===== config.mk =====
export PLATFORM = sky130hd
export DESIGN_NAME = cid_decoder
export DESIGN_NICKNAME = d
export VERILOG_FILES = /design/src/core/cid_pkg.sv /design/src/core/cid_decoder.sv
export SDC_FILE = /design/constraint.sdc
export NUM_CORES = 1
export LEC_CHECK = 0
export ABC_AREA = 1
export ABC_CLOCK_PERIOD_IN_PS = 1690
export BUFFER_PORTS_ARGS = -buffer_cell sky130_fd_sc_hd__buf_4
export CORE_MARGIN = 2
export CORE_UTILIZATION = 44
export DETAILED_ROUTE_END_ITERATION = 16
export PLACE_DENSITY = 0.84
export SETUP_SLACK_MARGIN = 0.1
export SYNTH_ARGS = -nofsm -noshare
export SYNTH_HDL_FRONTEND = slang
export SYNTH_SLANG_ARGS = --single-unit

===== constraint.sdc =====
create_clock -name clk -period 1.69 [get_ports clk]
set_input_delay 0.0845 -clock clk [delete_from_list [all_inputs] [get_ports clk]]
set_output_delay 0.0845 -clock clk [all_outputs]
set_load 0.05 [all_outputs]

===== src/core/cid_pkg.sv =====
// Purpose: shared constants and types for the instruction class decoder
// Assumes: first two instruction bytes sit in bits 15:0 of the fetched word
// Notes:   opcode family and variant layout is a local encoding

package cid_pkg;

   // word layout of a fetched instruction
   localparam int FAM_LSB  = 2;   // opcode family field
   localparam int FAM_MSB  = 7;
   localparam int VAR_LONG = 0;   // variant bit: long form / alternate
   localparam int VAR_ALT  = 1;   // variant bit: byte width / second flavour
   localparam int DST_LSB  = 8;   // first register field
   localparam int DST_MSB  = 11;
   localparam int SRC_LSB  = 12;  // second register field
   localparam int SRC_MSB  = 15;
   localparam int EXT_LSB  = 16;  // second instruction word
   localparam int EXT_MSB  = 31;
   localparam int TRP_LSB  = 8;   // trap number field
   localparam int TRP_MSB  = 14;
   localparam int COP_LSB  = 16;  // coprocessor function field
   localparam int COP_MSB  = 19;

   localparam int WORD_W   = 32;
   localparam int REG_W    = 4;
   localparam int EXT_W    = 16;
   localparam int TRP_W    = 7;
   localparam int COP_W    = 4;
   localparam int SYS_W    = 6;

   // opcode families
   typedef enum logic [5:0] {
      F_NOP    = 6'h00, F_ADD   = 6'h01, F_ADDC  = 6'h02, F_SUB    = 6'h03,
      F_SUBC   = 6'h04, F_MUL   = 6'h05, F_DIV   = 6'h06, F_DIVL   = 6'h07,
      F_CPL    = 6'h08, F_NEG   = 6'h09, F_AND   = 6'h0A, F_OR     = 6'h0B,
      F_XOR    = 6'h0C, F_BITSC = 6'h0D, F_BMOV  = 6'h0E, F_BLOG   = 6'h0F,
      F_BCMP   = 6'h10, F_BFLD  = 6'h11, F_CMP   = 6'h12, F_CMPD   = 6'h13,
      F_CMPI   = 6'h14, F_NORM  = 6'h15, F_SHIFT = 6'h16, F_ROT    = 6'h17,
      F_SFILL  = 6'h18, F_MOV   = 6'h19, F_MOVX  = 6'h1A, F_JMP    = 6'h1B,
      F_JMPSEG = 6'h1C, F_JBH   = 6'h1D, F_JBL   = 6'h1E, F_CALL   = 6'h1F,
      F_CALLSG = 6'h20, F_PUSH_AND_BRANCH_OP = 6'h21, F_TRAP  = 6'h22, F_STACK  = 6'h23,
      F_CTXSW  = 6'h24, F_RET   = 6'h25, F_RETSG = 6'h26, F_ISRX   = 6'h27,
      F_BREAK  = 6'h28, F_RESTA = 6'h29, F_IDLE  = 6'h2A, F_SLEEP  = 6'h2B,
      F_WDSRV  = 6'h2C, F_WDCTL = 6'h2D, F_LOCK  = 6'h2E, F_ATOM   = 6'h2F,
      F_EXREG  = 6'h30, F_EXPAG = 6'h31, F_EXSEG = 6'h32, F_COP    = 6'h33
   } cid_op_t;

   // instruction classes handed to execution
   typedef enum logic [3:0] {
      C_NONE    = 4'h0, C_ARITH  = 4'h1, C_MULDIV = 4'h2, C_LOGIC  = 4'h3,
      C_BIT     = 4'h4, C_CMP    = 4'h5, C_SHIFT  = 4'h6, C_MOVE   = 4'h7,
      C_BRANCH  = 4'h8, C_CALL   = 4'h9, C_RETURN = 4'hA, C_SYSTEM = 4'hB,
      C_PREFIX  = 4'hC, C_COPROC = 4'hD, C_NOP    = 4'hE, C_ILLEGAL = 4'hF
   } cid_class_t;

endpackage


===== src/core/cid_decoder.sv =====
// Purpose: decodes class, length and operand fields of one fetched instruction
// Assumes: one instruction offered per cycle, inputs synchronous to clk
// Notes:   results appear one clock after the instruction, all from flip-flops
//
// Functional notes
// - add and subtract, with or without carry, word or byte, two or four bytes.
// - two-byte multiply, signed or unsigned, of two named registers.
// - two-byte divide of low product register by a named register, 16 by 16.
// - two-byte long divide of the 32-bit register pair by a named register.
// - two-byte complement and negate of a named register, word or byte.
// - and, or, exclusive-or on word or byte, two or four bytes.
// - bit clear and set use two bytes; bit moves, logic, compare use four.
// - four-byte masked field update of high or low byte from immediate data.
// - compare then step register down by one or two, two or four bytes.
// - compare then step register up by one or two, two or four bytes.
// - two-byte normalise count from one register into another.
// - shifts, rotates and sign-filling right shift use two bytes.
// - byte to word move with sign or zero fill, two or four bytes.
// - conditional jumps and segment jump are four-byte instructions.
// - four-byte bit test branches, optionally clearing or setting the bit.
// - push-and-branch and all calls are four-byte instructions.
// - two-byte trap carrying an immediate trap number.
// - four-byte context switch; plain push and pop use two bytes.
// - two-byte returns from subroutine, segment subroutine and service routine.
// - four-byte sleep instruction decodes legally but does nothing.
// - page and segment prefixes, optional register override, two or four bytes.
// - every coprocessor operation is four bytes long.

`timescale 1ns/10ps

module cid_decoder (
   input  wire logic                   clk,             // system clock
   input  wire logic                   rst,             // synchronous reset
   input  wire logic                   instr_valid,     // fetched word offered
   input  wire logic [31:0]            instr_word,      // fetched bytes
   output logic                        dec_valid,       // decode result valid
   output cid_pkg::cid_class_t         dec_class,       // instruction class
   output cid_pkg::cid_op_t            dec_op,          // opcode family
   output logic [1:0]                  dec_variant,     // raw variant bits
   output logic                        dec_len_four,    // 1: four bytes, 0: two
   output logic                        dec_byte_width,  // byte-wide operands
   output logic [3:0]                  dec_reg_dst,     // first register
   output logic [3:0]                  dec_reg_src,     // second register
   output logic [15:0]                 dec_ext_data,    // second word, long forms
   output logic                        dec_signed,      // signed operation
   output logic                        dec_step_two,    // step by two
   output logic                        dec_step_down,   // step downwards
   output logic                        dec_bit_modify,  // bit written
   output logic                        dec_bit_value,   // value written to bit
   output logic                        dec_shift_right, // shift direction
   output logic                        dec_shift_arith, // sign fill on shift
   output logic                        dec_rotate,      // rotate, not shift
   output logic                        dec_long_div,    // 32-bit dividend
   output logic                        dec_pop_reg,     // pop a register
   output logic                        dec_field_high,  // high byte field
   output logic [6:0]                  dec_trap_num,    // trap number
   output logic                        dec_no_action,   // legal, no effect
   output logic                        dec_prefix_reg,  // register override
   output logic [3:0]                  dec_cop_func,    // coprocessor function
   output logic                        dec_illegal,     // unknown family
   output logic                        sys_restart,     // software restart
   output logic                        sys_idle,        // idle entry
   output logic                        sys_wdt_service, // watchdog service
   output logic                        sys_wdt_disable, // watchdog disable
   output logic                        sys_wdt_enable,  // watchdog enable
   output logic                        sys_init_lock    // end of init lock
);

   localparam int DQ_W = 63;

   // class of each opcode family
   function automatic cid_pkg::cid_class_t class_of(input cid_pkg::cid_op_t f);
      case (f)
         cid_pkg::F_ADD, cid_pkg::F_ADDC,
         cid_pkg::F_SUB, cid_pkg::F_SUBC,
         cid_pkg::F_CPL, cid_pkg::F_NEG,
         cid_pkg::F_NORM: class_of = cid_pkg::C_ARITH;
         cid_pkg::F_MUL, cid_pkg::F_DIV,
         cid_pkg::F_DIVL: class_of = cid_pkg::C_MULDIV;
         cid_pkg::F_AND, cid_pkg::F_OR,
         cid_pkg::F_XOR: class_of = cid_pkg::C_LOGIC;
         cid_pkg::F_BITSC, cid_pkg::F_BMOV,
         cid_pkg::F_BLOG, cid_pkg::F_BCMP,
         cid_pkg::F_BFLD: class_of = cid_pkg::C_BIT;
         cid_pkg::F_CMP, cid_pkg::F_CMPD,
         cid_pkg::F_CMPI: class_of = cid_pkg::C_CMP;
         cid_pkg::F_SHIFT, cid_pkg::F_ROT,
         cid_pkg::F_SFILL: class_of = cid_pkg::C_SHIFT;
         cid_pkg::F_MOV, cid_pkg::F_MOVX,
         cid_pkg::F_STACK, cid_pkg::F_CTXSW: class_of = cid_pkg::C_MOVE;
         cid_pkg::F_JMP, cid_pkg::F_JMPSEG,
         cid_pkg::F_JBH, cid_pkg::F_JBL: class_of = cid_pkg::C_BRANCH;
         cid_pkg::F_CALL, cid_pkg::F_CALLSG,
         cid_pkg::F_PUSH_AND_BRANCH_OP, cid_pkg::F_TRAP: class_of = cid_pkg::C_CALL;
         cid_pkg::F_RET, cid_pkg::F_RETSG,
         cid_pkg::F_ISRX: class_of = cid_pkg::C_RETURN;
         cid_pkg::F_BREAK, cid_pkg::F_RESTA,
         cid_pkg::F_IDLE, cid_pkg::F_SLEEP,
         cid_pkg::F_WDSRV, cid_pkg::F_WDCTL,
         cid_pkg::F_LOCK: class_of = cid_pkg::C_SYSTEM;
         cid_pkg::F_ATOM, cid_pkg::F_EXREG,
         cid_pkg::F_EXPAG, cid_pkg::F_EXSEG: class_of = cid_pkg::C_PREFIX;
         cid_pkg::F_COP: class_of = cid_pkg::C_COPROC;
         cid_pkg::F_NOP: class_of = cid_pkg::C_NOP;
         default: class_of = cid_pkg::C_ILLEGAL;
      endcase
   endfunction

   // byte length: dual forms follow the long bit, fixed forms are four or two
   function automatic logic four_of(input cid_pkg::cid_op_t f, input logic lng);
      case (f)
         cid_pkg::F_ADD, cid_pkg::F_ADDC,
         cid_pkg::F_SUB, cid_pkg::F_SUBC,
         cid_pkg::F_AND, cid_pkg::F_OR,
         cid_pkg::F_XOR, cid_pkg::F_CMP,
         cid_pkg::F_CMPD, cid_pkg::F_CMPI,
         cid_pkg::F_MOV, cid_pkg::F_MOVX,
         cid_pkg::F_EXPAG, cid_pkg::F_EXSEG: four_of = lng;
         cid_pkg::F_BMOV, cid_pkg::F_BLOG,
         cid_pkg::F_BCMP, cid_pkg::F_BFLD,
         cid_pkg::F_JMP, cid_pkg::F_JMPSEG,
         cid_pkg::F_JBH, cid_pkg::F_JBL,
         cid_pkg::F_CALL, cid_pkg::F_CALLSG,
         cid_pkg::F_PUSH_AND_BRANCH_OP, cid_pkg::F_CTXSW,
         cid_pkg::F_RESTA, cid_pkg::F_IDLE,
         cid_pkg::F_SLEEP, cid_pkg::F_WDSRV,
         cid_pkg::F_WDCTL, cid_pkg::F_LOCK,
         cid_pkg::F_COP: four_of = 1'b1;
         default: four_of = 1'b0;
      endcase
   endfunction

   // opcode family and variant of the offered word
   cid_pkg::cid_op_t fam;
   logic [1:0]       v;
   assign fam = cid_pkg::cid_op_t'(instr_word[cid_pkg::FAM_MSB:cid_pkg::FAM_LSB]);
   assign v   = instr_word[cid_pkg::VAR_ALT:cid_pkg::VAR_LONG];

   // family groups
   logic is_muldiv;
   logic is_cmpstep;
   logic is_bitbr;
   logic width_ok;
   assign is_muldiv  = fam inside {cid_pkg::F_MUL, cid_pkg::F_DIV, cid_pkg::F_DIVL};
   assign is_cmpstep = fam inside {cid_pkg::F_CMPD, cid_pkg::F_CMPI};
   assign is_bitbr   = fam inside {cid_pkg::F_JBH, cid_pkg::F_JBL};
   assign width_ok   = fam inside {cid_pkg::F_ADD, cid_pkg::F_ADDC, cid_pkg::F_SUB,
                                   cid_pkg::F_SUBC, cid_pkg::F_CPL, cid_pkg::F_NEG,
                                   cid_pkg::F_AND, cid_pkg::F_OR, cid_pkg::F_XOR,
                                   cid_pkg::F_CMP, cid_pkg::F_MOV};

   // next decode results
   cid_pkg::cid_class_t next_class;
   logic                next_illegal;
   logic                next_len_four;
   logic                next_byte_width;
   logic                next_signed;
   logic                next_step_two;
   logic                next_step_down;
   logic                next_bit_modify;
   logic                next_bit_value;
   logic                next_shift_right;
   logic                next_shift_arith;
   logic                next_rotate;
   logic                next_long_div;
   logic                next_pop_reg;
   logic                next_field_high;
   logic [6:0]          next_trap_num;
   logic                next_no_action;
   logic                next_prefix_reg;
   logic [3:0]          next_cop_func;
   logic [15:0]         next_ext_data;
   logic                take;
   logic [5:0]          next_sys;

   assign next_class      = class_of(fam);
   assign next_illegal    = (next_class == cid_pkg::C_ILLEGAL);
   assign next_len_four   = four_of(fam, v[cid_pkg::VAR_LONG]);
   assign next_byte_width = width_ok & v[cid_pkg::VAR_ALT];
   // factors signed unless flagged unsigned; extension signed unless zero fill
   assign next_signed     = (is_muldiv & ~v[cid_pkg::VAR_LONG])
                          | ((fam == cid_pkg::F_MOVX) & ~v[cid_pkg::VAR_ALT])
                          | (fam == cid_pkg::F_SFILL);
   assign next_step_two   = is_cmpstep & v[cid_pkg::VAR_ALT];
   assign next_step_down  = (fam == cid_pkg::F_CMPD);
   // bit clear/set writes variant value; bit branches modify on request
   assign next_bit_modify = (fam == cid_pkg::F_BITSC)
                          | (is_bitbr & v[cid_pkg::VAR_ALT]);
   assign next_bit_value  = (fam == cid_pkg::F_BITSC) ? v[cid_pkg::VAR_LONG]
                          : (fam == cid_pkg::F_JBL);
   assign next_shift_right = ((fam == cid_pkg::F_SHIFT) & v[cid_pkg::VAR_LONG])
                           | ((fam == cid_pkg::F_ROT) & v[cid_pkg::VAR_LONG])
                           | (fam == cid_pkg::F_SFILL);
   assign next_shift_arith = (fam == cid_pkg::F_SFILL);
   assign next_rotate      = (fam == cid_pkg::F_ROT);
   assign next_long_div    = (fam == cid_pkg::F_DIVL);
   assign next_pop_reg     = ((fam == cid_pkg::F_RET) & v[cid_pkg::VAR_LONG])
                           | ((fam == cid_pkg::F_STACK) & v[cid_pkg::VAR_LONG]);
   assign next_field_high  = (fam == cid_pkg::F_BFLD) & v[cid_pkg::VAR_LONG];
   assign next_trap_num    = (fam == cid_pkg::F_TRAP)
                           ? instr_word[cid_pkg::TRP_MSB:cid_pkg::TRP_LSB]
                           : 7'h00;
   assign next_no_action   = (fam == cid_pkg::F_SLEEP);
   assign next_prefix_reg  = (fam == cid_pkg::F_EXREG)
                           | ((fam inside {cid_pkg::F_EXPAG, cid_pkg::F_EXSEG})
                              & v[cid_pkg::VAR_ALT]);
   assign next_cop_func    = (fam == cid_pkg::F_COP)
                           ? instr_word[cid_pkg::COP_MSB:cid_pkg::COP_LSB]
                           : 4'h0;
   // immediate, mask/data or target word only exists in long forms
   assign next_ext_data    = next_len_four
                           ? instr_word[cid_pkg::EXT_MSB:cid_pkg::EXT_LSB]
                           : 16'h0000;

   // system control strobes, only for a legal offered instruction
   assign take     = instr_valid & ~next_illegal;
   assign next_sys = {6{take}} & {(fam == cid_pkg::F_RESTA),
                                  (fam == cid_pkg::F_IDLE),
                                  (fam == cid_pkg::F_WDSRV),
                                  (fam == cid_pkg::F_WDCTL) & ~v[cid_pkg::VAR_LONG],
                                  (fam == cid_pkg::F_WDCTL) & v[cid_pkg::VAR_LONG],
                                  (fam == cid_pkg::F_LOCK)};

   // result bundle
   logic [DQ_W-1:0] next_dq;
   logic [DQ_W-1:0] dq;
   logic [5:0]      sys_q;
   logic            valid_q;
   assign next_dq = {next_class, fam, v, next_len_four, next_byte_width,
                     instr_word[cid_pkg::DST_MSB:cid_pkg::DST_LSB],
                     instr_word[cid_pkg::SRC_MSB:cid_pkg::SRC_LSB],
                     next_ext_data, next_signed, next_step_two, next_step_down,
                     next_bit_modify, next_bit_value, next_shift_right,
                     next_shift_arith, next_rotate, next_long_div, next_pop_reg,
                     next_field_high, next_trap_num, next_no_action,
                     next_prefix_reg, next_cop_func, next_illegal};

   // one pipeline stage between fetch and execution
   always_ff @(posedge clk) begin
      if (rst) begin
         dq      <= '0;
         sys_q   <= '0;
         valid_q <= 1'b0;
      end else begin
         dq      <= next_dq;
         sys_q   <= next_sys;
         valid_q <= instr_valid;
      end
   end

   // outputs are plain slices of the result flops
   assign dec_class = cid_pkg::cid_class_t'(dq[DQ_W-1:DQ_W-4]);
   assign dec_op    = cid_pkg::cid_op_t'(dq[DQ_W-5:DQ_W-10]);
   assign {dec_variant, dec_len_four, dec_byte_width, dec_reg_dst, dec_reg_src,
           dec_ext_data, dec_signed, dec_step_two, dec_step_down, dec_bit_modify,
           dec_bit_value, dec_shift_right, dec_shift_arith, dec_rotate,
           dec_long_div, dec_pop_reg, dec_field_high, dec_trap_num,
           dec_no_action, dec_prefix_reg, dec_cop_func, dec_illegal} = dq[DQ_W-11:0];
   assign {sys_restart, sys_idle, sys_wdt_service, sys_wdt_disable,
           sys_wdt_enable, sys_init_lock} = sys_q;
   assign dec_valid = valid_q;

   // add, subtract with carry and xor length follows the long bit
   property p_arith_len;
      @(posedge clk) disable iff (rst)
      (fam inside {cid_pkg::F_ADD, cid_pkg::F_SUBC, cid_pkg::F_XOR})
      |=> (dec_len_four == $past(instr_word[0]));
   endproperty
   a_arith_len: assert property (p_arith_len) else $error("dual length wrong");

   // multiply is two bytes with signedness from the variant
   property p_mul;
      @(posedge clk) disable iff (rst)
      (fam == cid_pkg::F_MUL) |=> (!dec_len_four && dec_class == cid_pkg::C_MULDIV
                                   && dec_signed == !$past(instr_word[0]));
   endproperty
   a_mul: assert property (p_mul) else $error("multiply decode wrong");

   // short and long divide differ only in dividend width
   property p_div;
      @(posedge clk) disable iff (rst)
      (fam inside {cid_pkg::F_DIV, cid_pkg::F_DIVL})
      |=> (!dec_len_four && dec_long_div == ($past(fam) == cid_pkg::F_DIVL));
   endproperty
   a_div: assert property (p_div) else $error("divide decode wrong");

   // bit clear/set short, two-bit operations long
   property p_bit_len;
      @(posedge clk) disable iff (rst)
      (dec_class == cid_pkg::C_BIT)
      |-> (dec_len_four == ($past(fam) != cid_pkg::F_BITSC));
   endproperty
   a_bit_len: assert property (p_bit_len) else $error("bit length wrong");

   // compare-and-step amount and direction
   property p_cmp_step;
      @(posedge clk) disable iff (rst)
      is_cmpstep |=> (dec_step_two == $past(instr_word[1])
                      && dec_step_down == ($past(fam) == cid_pkg::F_CMPD));
   endproperty
   a_cmp_step: assert property (p_cmp_step) else $error("step decode wrong");

   // branches and calls other than trap are always four bytes
   property p_flow_len;
      @(posedge clk) disable iff (rst)
      (dec_class inside {cid_pkg::C_BRANCH, cid_pkg::C_CALL}
       && dec_op != cid_pkg::F_TRAP) |-> dec_len_four;
   endproperty
   a_flow_len: assert property (p_flow_len) else $error("branch length wrong");

   // sleep decodes legal and quiet
   property p_sleep;
      @(posedge clk) disable iff (rst)
      (instr_valid && fam == cid_pkg::F_SLEEP)
      |=> (dec_no_action && !dec_illegal && dec_len_four && sys_q == 6'h00);
   endproperty
   a_sleep: assert property (p_sleep) else $error("sleep not quiet");

   // restart strobe only in the cycle after an offered restart
   property p_restart;
      @(posedge clk) disable iff (rst)
      sys_restart |-> $past(instr_valid && fam == cid_pkg::F_RESTA);
   endproperty
   a_restart: assert property (p_restart) else $error("stray restart");

   // coprocessor work is four bytes
   property p_cop;
      @(posedge clk) disable iff (rst)
      (dec_class == cid_pkg::C_COPROC) |-> (dec_len_four && !dec_illegal);
   endproperty
   a_cop: assert property (p_cop) else $error("coprocessor length wrong");

   // shifts are two bytes, sign fill only for the arithmetic form
   property p_shift;
      @(posedge clk) disable iff (rst)
      (dec_class == cid_pkg::C_SHIFT)
      |-> (!dec_len_four && dec_shift_arith == (dec_op == cid_pkg::F_SFILL));
   endproperty
   a_shift: assert property (p_shift) else $error("shift decode wrong");

endmodule


# Yosys cells after proc, flatten, opt, wreduce, memory -nomap -nowiden

Memory sizes are Yosys's and may differ from the RTL's.
Index checks and enable logic that the tools add are counted.

Bits in read-only memories: 256
Bits of input ports: 35
Memories: 1
Register bits: 70
Output and inout bits: 70

Bitwise gates (word level): 28
Equal/unequal tests: 47
Mux-type cells: 2
Reductions and logical operators: 10

Memory list:

| name            | words | width | read ports | clocked after Yosys merged registers in | wr ports | line              | RTL |
|---|---|---|---|---|---|---|---|
| (no name shown) | 64    | 4     | 1          | 0                                       | 0        | cid_decoder.sv:73 | `case (f)` |

Operators by type and width:

| cell                                                                   | number |
|---|---|
| 6-bit equality test (second input constant)                            | 16 |
| 6-bit by 5-bit equality test with 1-bit output (second input constant) | 15 |
| 6-bit by 4-bit equality test with 1-bit output (second input constant) | 8 |
| 6-bit by 3-bit equality test with 1-bit output (second input constant) | 4 |
| 19-bit OR reduction                                                    | 1 |
| 1-bit AND                                                              | 14 |
| 14-bit OR reduction                                                    | 1 |
| 6-bit by 2-bit equality test with 1-bit output (second input constant) | 2 |
| 11-bit nonzero test                                                    | 1 |
| 1-bit OR                                                               | 7 |
| 6-bit AND                                                              | 1 |
| 6-bit by 1-bit equality test with 1-bit output (second input constant) | 1 |
| 1-bit inverter                                                         | 6 |
| 2-bit nonzero test                                                     | 3 |
| 2-bit OR reduction                                                     | 3 |
| 4-bit equality test (second input constant)                            | 1 |
| 3-bit nonzero test                                                     | 1 |
| 1-bit one-hot mux with 2 select lines                                  | 1 |
| 1-bit 2-to-1 mux                                                       | 1 |

# Longest topological paths before layout

Word-level depth: 5
Mapped depth: 13
Mapped depth without buffers: 13

# Worst setup path before layout

OpenSTA, ideal clock, no wires.

Path type: input -> register
From: input port instr_word[2]
To: register sys_q[0]
Setup time: 121 ps
Buffers on the path: 0
Required time: 1569 ps
Path slack: -21 ps
Stages: 11
Arrival time: 1589 ps
Path through: inv_1 > ha_1 > inv_1 > ha_1 > or2_2 > nand3_1 > nand2_1 > nand3_1 > nand2_1 > o21ai_2 > nor2_1

Word-level cells in the longest chain between the ends: 5
Elaborated cells between the ends (all ways): 6
Those cells by class: 2 x eq/ne; 3 x bitwise; 1 x memory

Ends and longest elaborated chain:

| what                   | line               | RTL |
|---|---|---|
| start: declaration     | cid_decoder.sv:35  | `input wire logic [31:0] instr_word,` |
| memory read 64 x 4 bit | n/a                |  |
| 4-bit equality test    | cid_decoder.sv:177 | `assign next_illegal = (next_class == cid_pkg::C_ILLEGAL);` |
| 1-bit inverter         | cid_decoder.sv:216 | `assign take = instr_valid & ~next_illegal;` |
| 1-bit AND              | cid_decoder.sv:216 |  |
| 6-bit AND *            | cid_decoder.sv:217 | `assign next_sys = {6{take}} & {(fam == cid_pkg::F_RESTA),` |
| end signal: assignment | cid_decoder.sv:246 | `sys_q <= next_sys;` |
| end: declaration       | cid_decoder.sv:227 | `logic [5:0] sys_q;` |

Mark *: on every way between the ends. The rest lies on a longest branch, timed or not.
A chain may end at the register's enable or synchronous reset.

# Worst setup path in the final report

From: input port instr_word[2]
To: register dq[30]

Word-level cells in the longest chain between the ends: 5
Elaborated cells between the ends (all ways): 38
Those cells by class: 33 x eq/ne; 1 x mux; 1 x bitwise; 3 x reduce/logical

Ends and longest elaborated chain:

| what                                                              | line               | RTL |
|---|---|---|
| 6-bit equality test (tied with other cells)                       | cid_decoder.sv:111 | `case (f)` |
| 19-bit OR reduction / 14-bit OR reduction (equally long branches) | cid_decoder.sv:111 |  |
| 1-bit one-hot mux with 2 select lines *                           | cid_decoder.sv:111 |  |
| 1-bit inverter (no line) *                                        | n/a                |  |
| 2-bit OR reduction (no line) *                                    | n/a                |  |
| end signal: assignment                                            | cid_decoder.sv:245 | `dq <= next_dq;` |
| end: declaration                                                  | cid_decoder.sv:226 | `logic [DQ_W-1:0] dq;` |

Marks and branches as above.

==> results.sh <==
export IMPL_cts_root_buf="clkbuf_8"
export IMPL_syn_cell_area_um2=2830
export IMPL_drtIter0Drc=160
export IMPL_fin_area_um2=4240
export IMPL_netlist_instances=343
export IMPL_die_h_um=84.1
export IMPL_grt_pass1_vias=2715
export IMPL_tightest_slew_ps=407
export IMPL_power_density_nw_per_um2=909
export IMPL_rsz0062_at_grt="false"
export IMPL_portBuffers=104
export IMPL_timing_slew_headroom_pct=72.8
export IMPL_grt_ovfl_total=0
export IMPL_synth_top_family_by_area="simple AND/OR/NAND/NOR gates"
export IMPL_pin_count=105
export IMPL_max_stage_delay_ps=320
export IMPL_drc=0
export IMPL_layout_nets=537
export IMPL_final_min_clock_period_ps=1490
export IMPL_antenna_cells=0
export IMPL_hp_class="in2reg"
export IMPL_final_cell_mix="buf_4, dfxtp_1, nand2_1"
export IMPL_antenna_found_initial=0
export IMPL_dp_hpwl_um=5670
export IMPL_firstDrtPassIters=4
export IMPL_fin_crit_sh_pct=87.9
export IMPL_avgRoutedWirePerCell_um=14.0
export IMPL_path_max_fanout=17
export IMPL_synth_adder_area_share_pct=3.99
export IMPL_vias=2749
export IMPL_routed_wl_um=8040
export IMPL_rows=29
export IMPL_layout_drive_gt1_share_pct=35.7
export IMPL_p_leak_nw=2.19
export IMPL_timing_critical_path_buf_inv=4
export IMPL_place_inst=535
export IMPL_synth_edff_count=0
export IMPL_crit_family="simple AND/OR/NAND/NOR gates"
export IMPL_fillerInstances=493
export IMPL_clock_sinks=70
export IMPL_synth_compound_area_share_pct=9.92
export IMPL_ir_worst_vdd_uv=655
export IMPL_synth_ff_type="dfxtp_1"
export IMPL_crit_path_end_kind="flop"
export IMPL_die_area_um2=7080
export IMPL_die_x_um=84.1
export IMPL_multi_input_area_um2=1130
export IMPL_coreArea_um2=6280
export IMPL_start_kind="input port"
export IMPL_min_path_cells=3
export IMPL_fin_hold_ws_ps=9.94
export IMPL_layout_commonest_cell="buf_4"
export IMPL_synth_nets=387
export IMPL_ys_ff_latch=70
export IMPL_cts_buffer_depth=2
export IMPL_synth_seq_area_share_pct=49.6
export IMPL_vias_per_cell=4.78
export IMPL_grt_total_usage_pct=23.0
export IMPL_gp_congestion=0.941
export IMPL_drtAntennaViolNets=0
export IMPL_max_freq_mhz=673
export IMPL_clk_pin_slew_ps=70
export IMPL_syn_area_per_cell_um2=8.24
export IMPL_fin_cells=575
export IMPL_ys_types=38
export IMPL_initial_utilization_pct=45.0
export IMPL_register_area_um2=1400
export IMPL_worstPathCellList="buf_4 -> inv_2 -> buf_4 -> ha_1 -> inv_1 -> nor2_1 -> nand2_1 -> nand2_1 -> nor2_1 -> nand2_2 -> nand2_4 -> a21oi_1"
export IMPL_grt_first_pass_wirelength_um=12900
export IMPL_hold_path_end="dq[2]"
export IMPL_min_from="instr_word[17]"
export IMPL_syn2layout_area_growth_pct=50.1
export IMPL_critPathKind="in2reg"
export IMPL_finalHoldViolations=0
export IMPL_place_area_um2=3780
export IMPL_finalMaxSlewViolations=0
export IMPL_slowest_stage="ha_1"
export IMPL_cts_tree="yes"
export IMPL_synth_simple_area_share_pct=25.6
export IMPL_cts_buffers=9
export IMPL_synth_xor_area_share_pct=0
export IMPL_cts_max_level=3
export IMPL_critical_path_arrival_ps=1730
export IMPL_drv_cap=0
export IMPL_grt_max_degree=34
export IMPL_muxShareOfSynthArea_pct=0
export IMPL_ys_warn_count=0
export IMPL_status="finished, final reports clean"
export IMPL_setup_viol=0
export IMPL_cp_required_ps=1940
export IMPL_synthArstFlopShare_pct=0
## synth_stat cells, types with 2 or more instances
library cell | n | area (um^2)
dfxtp_1 | 70 | 1400
nand2_1 | 57 | 214
nor2_1 | 53 | 199
inv_1 | 46 | 173
nand3_1 | 26 | 130
a21oi_1 | 13 | 65.1
a21oi_2 | 9 | 78.8
ha_1 | 9 | 113
nor3_1 | 6 | 30.0
buf_6 | 4 | 45.0
inv_2 | 4 | 15.0
nand2_2 | 4 | 25.0
nand3_2 | 4 | 40.0
o21ai_0 | 4 | 20.0
nor2_2 | 3 | 18.8
o21ai_1 | 3 | 15.0
a211oi_1 | 2 | 15.0
buf_12 | 2 | 40.0
clkbuf_1 | 2 | 7.51
inv_4 | 2 | 12.5
nand2_4 | 2 | 22.5
nor4_1 | 2 | 12.5
## through the flow
step | setup slack, ps | TNS [ps] | utilization (%) | power, mW
global route | 104 | 0 | 67.6 | 4.01
CTS | 251 | 0 | 67.4 | 3.87
floorplan | 103 | 0 | - | 2.22
detailed placement | -98.3 | -1310 | 60.3 | 2.47
global placement | -41.1 | -570 | 60.3 | 2.46
finish | 205 | 0 | 67.6 | 3.86
## kinds of logic after synthesis
group	count (synthesis)
adder cells (fa/ha/maj)	9
buffers and inverters	63
AND/OR/NAND/NOR	161
flip-flops	70
AO/OA/AOI/OAI	40
## report_power, final
part	internal, mW	total (mW)	switching [mW]	leakage [nW]
sequential	1.71	1.73	0.0169	0.572
combinational	0.279	0.766	0.487	1.51
clock	0.762	1.36	0.601	0.109
total	2.75	3.86	1.11	2.19
## sequential cells by signal, summed over array words and instances (netlist names)
name / cells
sys_q: 6
dq: 63
dec_valid: 1
## metal layers
layer / share of wire, % / GRT usage, % / wire (um) / up-vias
met5: 0 / 0 / 0 / -
met4: 2.0 / 7.48 / 163 / 0
met3: 5.7 / 5.90 / 460 / 13
met2: 51 / 39.9 / 4120 / 107
met1: 41 / 27.8 / 3290 / 1253
li1: - / - / - / 1376
## final cells by class
type                    instances  share of cell area [%]
clock buffers                  11                    3.57
clock inverters                 5                    1.36
inverters                      52                    4.72
multi-input cells             210                    26.8
flip-flops and latches         70                    33.0
well taps                      77                    2.27
repair buffers                150                    28.3
## timing repair
item                       CTS  global route
gates resized for setup      0             1
hold buffers                24             0
hold endpoints to repair    32             0
buffers inserted             0             0
setup endpoints to repair    0             3
## how the worst max path moves through the flow
stage                        from  endpoint  slack [ps]  depth (start not counted)
floorplan           instr_word[3]  sys_q[0]         100                         11
global placement    instr_word[3]  sys_q[2]         -40                         12
detailed placement  instr_word[2]  sys_q[4]        -100                         12
CTS                 instr_word[2]  sys_q[1]         250                         12
global route        instr_word[2]    dq[30]         100                         12
finish              instr_word[2]    dq[30]         200                         12
(Power assumes the default switching activity.)
